**src/shared/port_io_pkg.sv**
```systemverilog
// Contract
// [RL1] First port: 3 bits, latch, per-bit direction.
// [RL2] First port pull-ups enabled per bit.
// [RL3] Second port: 8 bits, latch, per-bit direction.
// [RL4] Second port pull-ups enabled per bit.
// [RL5] Reset puts every bidirectional pin in input.
// [RL6] Third, fourth ports: output only, from latch.
// [RL7] Fifth port: 8 bits, per-bit direction, latch drives.
// [RL8] Fifth port pin levels via level-read register.
// [RL9] Sixth port: 5 bits, like fifth port.
// [RL10] Software zeroes latch before open-drain input use.
// [RL11] Direction registers reset to all ones.
// [RL12] Direction registers written by byte or bit.
// [RL13] Pull-up enable registers reset to zero.
// [RL14] Pull-up bit acts regardless of direction.
// [RL15] Software sets direction one for alternate inputs.
// [RL16] Interrupt pins' level change raises request flag.
// [RL17] Software masks interrupt before output use.
// [RL18] Every port supports bit and byte access.
// [RL19] Output pin read returns latch, latch kept.
// [RL20] Input pin read returns pin level.
// [RL21] Write in input mode updates latch only.
// [RL22] Bit operation rewrites the whole port byte.
// [RL23] Direction one means input, zero means output.
package port_io_pkg;
  localparam logic [15:0] ADDR_PORT0 = 16'hff00;
  localparam logic [15:0] ADDR_PORT2 = 16'hff02;
  localparam logic [15:0] ADDR_PORT3 = 16'hff03;
  localparam logic [15:0] ADDR_PORT4 = 16'hff04;
  localparam logic [15:0] ADDR_PORT5 = 16'hff05;
  localparam logic [15:0] ADDR_PORT6 = 16'hff06;
  localparam logic [15:0] ADDR_FIRST_PORT_DIRECTION = 16'hff20;
  localparam logic [15:0] ADDR_SECOND_PORT_DIRECTION = 16'hff22;
  localparam logic [15:0] ADDR_FIFTH_PORT_LEVEL_READ = 16'hff25;
  localparam logic [15:0] ADDR_SIXTH_PORT_LEVEL_READ = 16'hff26;
  localparam logic [15:0] ADDR_FIRST_PORT_PULLUP_ENABLE = 16'hff30;
  localparam logic [15:0] ADDR_SECOND_PORT_PULLUP_ENABLE = 16'hff32;
  localparam logic [7:0] DIRECTION_RESET = 8'hff;
  localparam logic [7:0] PULLUP_RESET = 8'h00;
  localparam logic [7:0] LATCH_RESET = 8'h00;
  localparam logic [7:0] UNMAPPED_READ = 8'h00;
  localparam int IRQ_A_BIT = 0;
  localparam int IRQ_B_BIT = 1;
  localparam int SYNC_STAGES = 3;
endpackage : port_io_pkg

```
**src/rtl/mcu_port_io_block.sv**
```systemverilog
`timescale 1ns/1ps
`default_nettype none
module mcu_port_io_block #(
  parameter int P0_W = 3,
  parameter int P6_W = 5
) (
  input wire logic i_clk_sys,
  input wire logic i_reset_n,
  input wire logic [15:0] i_addr,
  input wire logic i_wr,
  input wire logic i_rd,
  input wire logic i_bit_op,
  input wire logic [2:0] i_bit_sel,
  input wire logic i_bit_val,
  input wire logic [7:0] i_wdata,
  output logic [7:0] o_rdata,
  input wire logic [P0_W-1:0] i_port0_pin,
  output logic [P0_W-1:0] o_port0_out,
  output logic [P0_W-1:0] o_port0_oe,
  output logic [P0_W-1:0] o_port0_pullup,
  input wire logic [7:0] i_port2_pin,
  output logic [7:0] o_port2_out,
  output logic [7:0] o_port2_oe,
  output logic [7:0] o_port2_pullup,
  output logic [7:0] o_port3_out,
  output logic [7:0] o_port4_out,
  input wire logic [7:0] i_port5_pin,
  output logic [7:0] o_port5_out,
  output logic [7:0] o_port5_oe,
  input wire logic [P6_W-1:0] i_port6_pin,
  output logic [P6_W-1:0] o_port6_out,
  output logic [P6_W-1:0] o_port6_oe,
  output logic o_ext_irq_req_a,
  output logic o_ext_irq_req_b
);
  localparam int PIN_W = P0_W + 8 + 8 + P6_W;

  logic [P0_W-1:0] first_port_direction_ff, nxt_first_port_direction;
  logic [7:0] second_port_direction_ff, nxt_second_port_direction;
  logic [P0_W-1:0] first_port_pullup_enable_ff, nxt_first_port_pullup_enable;
  logic [7:0] second_port_pullup_enable_ff, nxt_second_port_pullup_enable;
  logic [P0_W-1:0] lat0_ff, nxt_lat0;
  logic [7:0] lat2_ff, nxt_lat2;
  logic [7:0] lat3_ff, nxt_lat3;
  logic [7:0] lat4_ff, nxt_lat4;
  logic [7:0] lat5_ff, nxt_lat5;
  logic [P6_W-1:0] lat6_ff, nxt_lat6;
  logic [7:0] rdata_ff, nxt_rdata;
  logic [PIN_W-1:0] pin_raw;
  logic [PIN_W-1:0] sync1_ff, sync2_ff, sync3_ff, lvl_ff, nxt_lvl;
  logic irq_a_ff, irq_b_ff, nxt_irq_a, nxt_irq_b;
  logic [P0_W-1:0] lvl0;
  logic [7:0] lvl2, lvl5;
  logic [P6_W-1:0] lvl6;
  logic [7:0] cur_val, wr_val;

  // Pads a narrow port into a byte; missing bits read as zero.
  function automatic logic [7:0] pad8(input logic [7:0] v, input int w);
    logic [7:0] r;
    r = 8'h00;
    for (int k = 0; k < 8; k++)
    begin
      if (k < w)
      begin
        r[k] = v[k];
      end
    end
    return r;
  endfunction : pad8

  // Input pins show the filtered pin level, output pins show the latch.
  function automatic logic [7:0] mode_mux(input logic [7:0] dir, input logic [7:0] pin,
                                          input logic [7:0] lat);
    return (dir & pin) | (~dir & lat);
  endfunction : mode_mux

  assign pin_raw = {i_port6_pin, i_port5_pin, i_port2_pin, i_port0_pin};
  assign lvl0 = lvl_ff[P0_W-1:0];
  assign lvl2 = lvl_ff[P0_W+7:P0_W];
  assign lvl5 = lvl_ff[P0_W+15:P0_W+8];
  assign lvl6 = lvl_ff[PIN_W-1:P0_W+16];

  // A level is accepted only once stages two and three agree, which rejects single-cycle glitches.
  always_comb
  begin
    nxt_lvl = lvl_ff;
    for (int k = 0; k < PIN_W; k++)
    begin
      if (sync2_ff[k] == sync3_ff[k])
      begin
        nxt_lvl[k] = sync3_ff[k];
      end
    end
    nxt_irq_a = nxt_lvl[port_io_pkg::IRQ_A_BIT] != lvl_ff[port_io_pkg::IRQ_A_BIT]; // RL16
    nxt_irq_b = nxt_lvl[port_io_pkg::IRQ_B_BIT] != lvl_ff[port_io_pkg::IRQ_B_BIT]; // RL16
  end

  always_ff @(posedge i_clk_sys or negedge i_reset_n)
  begin
    if (!i_reset_n)
    begin
      sync1_ff <= '0;
      sync2_ff <= '0;
      sync3_ff <= '0;
      lvl_ff <= '0;
      irq_a_ff <= 1'b0;
      irq_b_ff <= 1'b0;
    end
    else
    begin
      sync1_ff <= pin_raw;
      sync2_ff <= sync1_ff;
      sync3_ff <= sync2_ff;
      lvl_ff <= nxt_lvl;
      irq_a_ff <= nxt_irq_a;
      irq_b_ff <= nxt_irq_b;
    end
  end

  // Current byte seen at an address; also the base of a bit operation.
  always_comb
  begin
    case (i_addr)
      port_io_pkg::ADDR_PORT0:
        cur_val = pad8(mode_mux(pad8(8'(first_port_direction_ff), P0_W), pad8(8'(lvl0), P0_W),
                                pad8(8'(lat0_ff), P0_W)), P0_W); // RL19 RL20
      port_io_pkg::ADDR_PORT2:
        cur_val = mode_mux(second_port_direction_ff, lvl2, lat2_ff); // RL19 RL20
      port_io_pkg::ADDR_PORT3: cur_val = lat3_ff;
      port_io_pkg::ADDR_PORT4: cur_val = lat4_ff;
      port_io_pkg::ADDR_PORT5: cur_val = lat5_ff;
      port_io_pkg::ADDR_PORT6: cur_val = pad8(8'(lat6_ff), P6_W);
      port_io_pkg::ADDR_FIFTH_PORT_LEVEL_READ: cur_val = lvl5; // RL8
      port_io_pkg::ADDR_SIXTH_PORT_LEVEL_READ: cur_val = pad8(8'(lvl6), P6_W); // RL9
      port_io_pkg::ADDR_FIRST_PORT_DIRECTION: cur_val = pad8(8'(first_port_direction_ff), P0_W);
      port_io_pkg::ADDR_SECOND_PORT_DIRECTION: cur_val = second_port_direction_ff;
      port_io_pkg::ADDR_FIRST_PORT_PULLUP_ENABLE:
        cur_val = pad8(8'(first_port_pullup_enable_ff), P0_W);
      port_io_pkg::ADDR_SECOND_PORT_PULLUP_ENABLE: cur_val = second_port_pullup_enable_ff;
      default: cur_val = port_io_pkg::UNMAPPED_READ;
    endcase
  end

  // A bit operation rewrites the whole byte, so input pins of the first and second ports pick up their pin level.
  always_comb
  begin
    wr_val = i_wdata;
    if (i_bit_op) // RL18 RL22
    begin
      wr_val = cur_val;
      wr_val[i_bit_sel] = i_bit_val;
    end
  end

  always_comb
  begin
    nxt_first_port_direction = first_port_direction_ff;
    nxt_second_port_direction = second_port_direction_ff;
    nxt_first_port_pullup_enable = first_port_pullup_enable_ff;
    nxt_second_port_pullup_enable = second_port_pullup_enable_ff;
    nxt_lat0 = lat0_ff;
    nxt_lat2 = lat2_ff;
    nxt_lat3 = lat3_ff;
    nxt_lat4 = lat4_ff;
    nxt_lat5 = lat5_ff;
    nxt_lat6 = lat6_ff;
    nxt_rdata = rdata_ff;
    if (i_rd)
    begin
      nxt_rdata = cur_val;
    end
    if (i_wr)
    begin
      case (i_addr)
        port_io_pkg::ADDR_PORT0: nxt_lat0 = wr_val[P0_W-1:0]; // RL1 RL21
        port_io_pkg::ADDR_PORT2: nxt_lat2 = wr_val; // RL3 RL21
        port_io_pkg::ADDR_PORT3: nxt_lat3 = wr_val; // RL6
        port_io_pkg::ADDR_PORT4: nxt_lat4 = wr_val; // RL6
        port_io_pkg::ADDR_PORT5: nxt_lat5 = wr_val; // RL7
        port_io_pkg::ADDR_PORT6: nxt_lat6 = wr_val[P6_W-1:0]; // RL9
        port_io_pkg::ADDR_FIRST_PORT_DIRECTION:
          nxt_first_port_direction = wr_val[P0_W-1:0]; // RL12
        port_io_pkg::ADDR_SECOND_PORT_DIRECTION: nxt_second_port_direction = wr_val; // RL12
        port_io_pkg::ADDR_FIRST_PORT_PULLUP_ENABLE:
          nxt_first_port_pullup_enable = wr_val[P0_W-1:0]; // RL2
        port_io_pkg::ADDR_SECOND_PORT_PULLUP_ENABLE: nxt_second_port_pullup_enable = wr_val; // RL4
        default: nxt_rdata = nxt_rdata;
      endcase
    end
  end

  always_ff @(posedge i_clk_sys or negedge i_reset_n)
  begin
    if (!i_reset_n)
    begin
      first_port_direction_ff <= port_io_pkg::DIRECTION_RESET[P0_W-1:0]; // RL5 RL11
      second_port_direction_ff <= port_io_pkg::DIRECTION_RESET; // RL5 RL11
      first_port_pullup_enable_ff <= port_io_pkg::PULLUP_RESET[P0_W-1:0]; // RL13
      second_port_pullup_enable_ff <= port_io_pkg::PULLUP_RESET; // RL13
      lat0_ff <= port_io_pkg::LATCH_RESET[P0_W-1:0];
      lat2_ff <= port_io_pkg::LATCH_RESET;
      lat3_ff <= port_io_pkg::LATCH_RESET;
      lat4_ff <= port_io_pkg::LATCH_RESET;
      lat5_ff <= port_io_pkg::LATCH_RESET;
      lat6_ff <= port_io_pkg::LATCH_RESET[P6_W-1:0];
      rdata_ff <= port_io_pkg::UNMAPPED_READ;
    end
    else
    begin
      first_port_direction_ff <= nxt_first_port_direction;
      second_port_direction_ff <= nxt_second_port_direction;
      first_port_pullup_enable_ff <= nxt_first_port_pullup_enable;
      second_port_pullup_enable_ff <= nxt_second_port_pullup_enable;
      lat0_ff <= nxt_lat0;
      lat2_ff <= nxt_lat2;
      lat3_ff <= nxt_lat3;
      lat4_ff <= nxt_lat4;
      lat5_ff <= nxt_lat5;
      lat6_ff <= nxt_lat6;
      rdata_ff <= nxt_rdata;
    end
  end

  // The open-drain ports have no direction register of their own, so a zero latch bit is an input.
  // Software still drives them by leaving the latch at one only where it wants a high.
  assign o_rdata = rdata_ff;
  assign o_port0_out = lat0_ff;
  assign o_port0_oe = ~first_port_direction_ff; // RL1 RL23
  assign o_port0_pullup = first_port_pullup_enable_ff; // RL2 RL14
  assign o_port2_out = lat2_ff;
  assign o_port2_oe = ~second_port_direction_ff; // RL3 RL23
  assign o_port2_pullup = second_port_pullup_enable_ff; // RL4 RL14
  assign o_port3_out = lat3_ff; // RL6
  assign o_port4_out = lat4_ff; // RL6
  assign o_port5_out = lat5_ff;
  assign o_port5_oe = lat5_ff; // RL7 RL10
  assign o_port6_out = lat6_ff;
  assign o_port6_oe = lat6_ff; // RL9 RL10
  assign o_ext_irq_req_a = irq_a_ff;
  assign o_ext_irq_req_b = irq_b_ff;
endmodule : mcu_port_io_block
`default_nettype wire

```
**config.mk**
```make
export PLATFORM = sky130hd
export DESIGN_NAME = mcu_port_io_block
export DESIGN_NICKNAME = d
export VERILOG_FILES = /design/src/shared/port_io_pkg.sv /design/src/rtl/mcu_port_io_block.sv
export SDC_FILE = /design/constraint.sdc
export NUM_CORES = 1
export LEC_CHECK = 0
export BUFFER_PORTS_ARGS = -buffer_cell sky130_fd_sc_hd__buf_4
export CORE_MARGIN = 5
export CORE_UTILIZATION = 40
export DETAILED_ROUTE_END_ITERATION = 10
export PLACE_DENSITY = 0.66
export SETUP_SLACK_MARGIN = 0.02
export SLEW_MARGIN = 40
export SYNTH_ARGS = -nofsm -noshare
export SYNTH_HDL_FRONTEND = slang
export SYNTH_SLANG_ARGS = --single-unit
```
**constraint.sdc**
```tcl
create_clock -name i_clk_sys -period 4.51 [get_ports i_clk_sys]
set_input_delay 0.6765 -clock i_clk_sys [delete_from_list [all_inputs] [get_ports i_clk_sys]]
set_output_delay 0.6765 -clock i_clk_sys [all_outputs]
set_load 0.01 [all_outputs]
```
; Word-level counts from Yosys, hierarchy flattened
; Index checks and enable logic that the tools add are counted.
[totals]
ff_bits = 168
input_bits = 57
[classes]
magnitude_cmp = 2
eq_ne = 38
n_mux = 16
bitwise_logic = 9
n_reduce_logical = 11
[op_table]
columns = operator, n
row1 = "== test 16 bit, second input constant", 12
row2 = case mux 8 bit (12 select lines), 1
row3 = == test 1 bit, 24
row4 = AND reduction 2 bit, 10
row5 = bitwise AND 8 bit, 2
row6 = two-way mux 1 bit, 12
row7 = bitwise mux 8 bit, 1
row8 = two-way mux 8 bit, 1
row9 = inverter 8 bit, 1
row10 = OR 8 bit, 1
row11 = bitwise AND 3 bit, 2
row12 = inverter 3 bit, 2
row13 = "less-than comparator 3 x 4 -> 1 bit, second input constant", 1
row14 = demux 1 bit (select 3 bit), 1
row15 = "greater-or-equal comparator 3 x 1 -> 1 bit, second input constant", 1
row16 = OR 3 bit, 1
row17 = != test 1 bit, 2
row18 = logical AND 1 bit, 1

; Depth between registers and ports, before layout
[depth]
word_depth = 8
mapped_depth = 9

; Least setup slack after synthesis
; Ideal clock, no wire load.
[synth_timing]
path_kind = input to register
from = input port i_addr[4]
to = register second_port_pullup_enable_ff[0] (netlist: o_port2_pullup[0])
setup_time_ns = 0.082
arrival_ns = 2.529
setup_slack_ns = 1.899
stages = 7
n_path_buf = 1
cell_sequence = or4_4 or4_4 o211ai_2 or3b_1 o211a_1 buf_6 a31oi_1
[synth_between]
elab_chain_len = 4
[synth_rtl]
columns = element, line
row1 = from (decl), mcu_port_io_block.sv:9  ; input wire logic [15:0] i_addr,
row2 = == test 16 bit (on tied branches), "mcu_port_io_block.sv:123, mcu_port_io_block.sv:174"
row3 = case mux 8 bit (12 select lines), mcu_port_io_block.sv:123  ; case (i_addr)
row4 = bitwise mux 8 bit, mcu_port_io_block.sv:151  ; wr_val[i_bit_sel] = i_bit_val;
row5 = two-way mux 8 bit, mcu_port_io_block.sv:148  ; if (i_bit_op)
row6 = to (signal assigned), mcu_port_io_block.sv:199  ; second_port_pullup_enable_ff <= port_io_pkg::PULLUP_RESET;
row7 = to (signal assigned), mcu_port_io_block.sv:213  ; second_port_pullup_enable_ff <= nxt_second_port_pullup_enable;
row8 = to (decl), mcu_port_io_block.sv:41  ; logic [7:0] second_port_pullup_enable_ff, nxt_second_port_pullup_enable;
; Parallel ways exist; a longest one is shown, timed or not.
; A chain may end at the register's enable or synchronous reset.

; Final worst setup path
[layout_timing]
from = input port i_addr[1]
to = register second_port_pullup_enable_ff[2] (netlist: o_port2_pullup[2])
; The elaborated chain is that of the path after synthesis.

==> out/metrics.csv <==
metric,value,unit
die_area,19500,µm²
cts_root_buf,clkbuf_16,
cp-end-kind,register,
fin_crit_sh,0.643,
setup_violations,0,
synth_cell_type_count,57,
fin_ws,1.61,ns
synth.avg_cell_area,11.6,µm²
grt_overflow_total,0,
drt_iter0_drc,336,
cts_tree,yes,
areaGrowthSynthToFinish,28.3,%
antenna_found_initial,0,
antenna_left,0,
critPathArrivalTime,3.24,ns
wl,21.0,mm
synth-edff-count,0,
crit_buf_inv,1,
status,"finished, final reports clean",
synth_fp_nets,636,
async_reset_ff_frac,1.00,
grt_pass1_wl,32.5,mm
p_sw,0.000815,W
grt_max_degree,110,
synthXorXnorAreaFrac,0,
yosys.area.top_type,dfrtp_1,
clock_latency,0.43,ns
cts_resized,0,
h-tree-depth,4,
vdd_ir_drop_max,0.000327,V
synth_warnings,0,
syn_inst,579,
min_path_type,in2async,
critPathTopFamily,compound AO/OA/AOI/OAI gates,
yosys.area_share.simple,0.139,
synth.yosys.seq_area_share,0.628,
n_antenna_cell,0,
drcViolationCount,0,
cap_violations,0,
clockBufferDepth,2,
fin_nets,766,
vias,5214,
worst-slew-pin-transition,0.881,ns
powerDensity,391,nW/µm²
period_minus_slack,2.90,ns
drive_gt1_frac,0.299,
place_worst_setup_slack,1.20,ns
portBuffers,141,
seq_power_share,0.474,
slew_viol_final,0,
start_kind,input pin,
drtPass1Iterations,5,
final_cell_area,8620,µm²
p_int,0.00255,W
tns,0,ns
max_stage_delay,0.85,ns
worst-setup-path-type,in2reg,
path_cells,buf_4 -> nor4bb_2 -> a22o_1 -> a211oi_1 -> o2111ai_1 -> o221ai_2 -> o21ai_0,
synth.top_cells.by_count,"dfrtp_1, nand2_1, o21ai_0",
io_pins,142,
ys_top_cells_by_area,"dfrtp_1, dfstp_2, nand2_1",
required,4.85,ns
cts_setup_buffers,0,
fp.coreArea,16500,µm²
rows,47,
combPwrFrac,0.057,
cellLeakagePower,3.81,nW
grtUsageTotal,0.218,
cts_hold_buf,0,
synthMuxAreaShare,0.0408,
die_height,140,µm
initial_utilization,0.406,
die-width,140,µm
synth_area,6720,µm²
hpwl,14.9,mm
slew_headroom,0.404,
clock_sinks,168,
slowest_stage,nor4bb_2,
critPathMaxFanout,20,
place_congestion,0.891,
p_clk_frac,0.469,
synth-main-ff-cell,dfrtp_1,
cts_buffers,17,
placed_cell_area,7950,µm²
synth.top_cell.area_share,0.585,
vias_per_cell,5.54,
synth_fa_ha_area_frac,0.0328,
synth_top_family_by_area,simple AND/OR/NAND/NOR gates,
swShare,0.242,
ys_seq_elements,168,
wl_per_cell,22.2,µm
synth_compound_area_frac,0.119,
timing.final.hold_violations,0,
grt_setup_unrepaired,no,
fin_worst_skew,0.0116,ns
path_clk_slew,0.08,ns
synth_most_common_cell,dfrtp_1,
max_freq,0.345,GHz
grt_pass1_vias,5479,
## state kept, by name, summed over array words and instances, names as in the netlist, 3 cells and up
register	count
o_port2_pullup	8
sync3_ff	24
o_port0_pullup	3
o_port3_out	8
o_port5_oe	8
sync2_ff	24
o_port6_oe	5
o_port4_out	8
first_port_direction_ff	3
lvl_ff	24
sync1_ff	24
o_rdata	8
o_port2_out	8
o_port0_out	3
second_port_direction_ff	8
## power by group through the flow
stage	combinational [W]	clock [W]	sequential (W)
detailed placement	0.000189	0	0.00163
floorplan	0.0000760	0	0.00162
global placement	0.000182	0	0.00162
CTS	0.000190	0.00160	0.00160
finish	0.000192	0.00158	0.00160
global route	0.000211	0.00167	0.00160
## placed cells by master (no fill, tap or decap), types with 7 or more instances in the layout
cell	n
dfrtp_1	157
buf_4	147
nand2_1	75
o21ai_0	56
nor2_1	29
maj3_1	22
inv_1	17
clkbuf_16	17
a31oi_1	15
mux2i_1	15
a22oi_1	13
nor4_1	12
a21oi_1	11
nand3_1	11
mux2_2	11
dfstp_2	11
nor2b_1	8
nand4_1	7
## worst paths after layout
kind	from	end	slack, ns	cells past startpoint
max	i_addr[1]	o_port2_pullup[2]	1.61	7
min	i_reset_n	sync2_ff[0]	0.15	1
max reg2reg	first_port_direction_ff[1]	o_port2_out[1]	1.96	6
min reg2reg	sync1_ff[17]	sync2_ff[17]	0.35	0
max in group asynchronous	i_reset_n	second_port_direction_ff[4]	3.22	3
min in group i_clk_sys	sync1_ff[17]	sync2_ff[17]	0.35	0
## logic make-up (layout without fill, tap and decap cells)
logic type	count (synthesis)	in the layout
flops	168	168
buf+inv	55	198
fa+ha+maj	22	22
simple gates	181	181
compound gates	127	127
mux	26	26
## through the flow
| step | util | hold WS [ns] | power (W) | cells |
|---|---|---|---|---|
| finish | 0.522 | 0.151 | 0.00337 | 942 |
| global route | 0.522 | 0.167 | 0.00349 | 942 |
| CTS | 0.520 | 0.331 | 0.00339 | 941 |
| detailed placement | 0.481 | 0.336 | 0.00182 | 909 |
| global placement | 0.479 | 0.334 | 0.00181 | 909 |
| floorplan | - | 0.331 | 0.00169 | 579 |
## final cells by class
| cell class | instances | area (µm²) |
|---|---|---|
| flip-flops and latches | 168 | 4220 |
| multi-input cells | 356 | 2280 |
| fillers | 1454 | 7910 |
| clock inverters | 14 | 200 |
| well taps | 220 | 275 |
| repair buffers | 149 | 1150 |
| inverters | 17 | 63.8 |
| clock buffers | 18 | 439 |
## metal layers
layer	global-route usage	part of all wire	wire (µm)	vias up
li1	-	-	-	2348
met1	0.307	0.44	9200	2619
met2	0.338	0.47	9760	221
met3	0.0573	0.078	1640	26
met4	0.0576	0.016	342	0
met5	0	0	0	-
No activity file was read; power rests on OpenSTA's default activity.
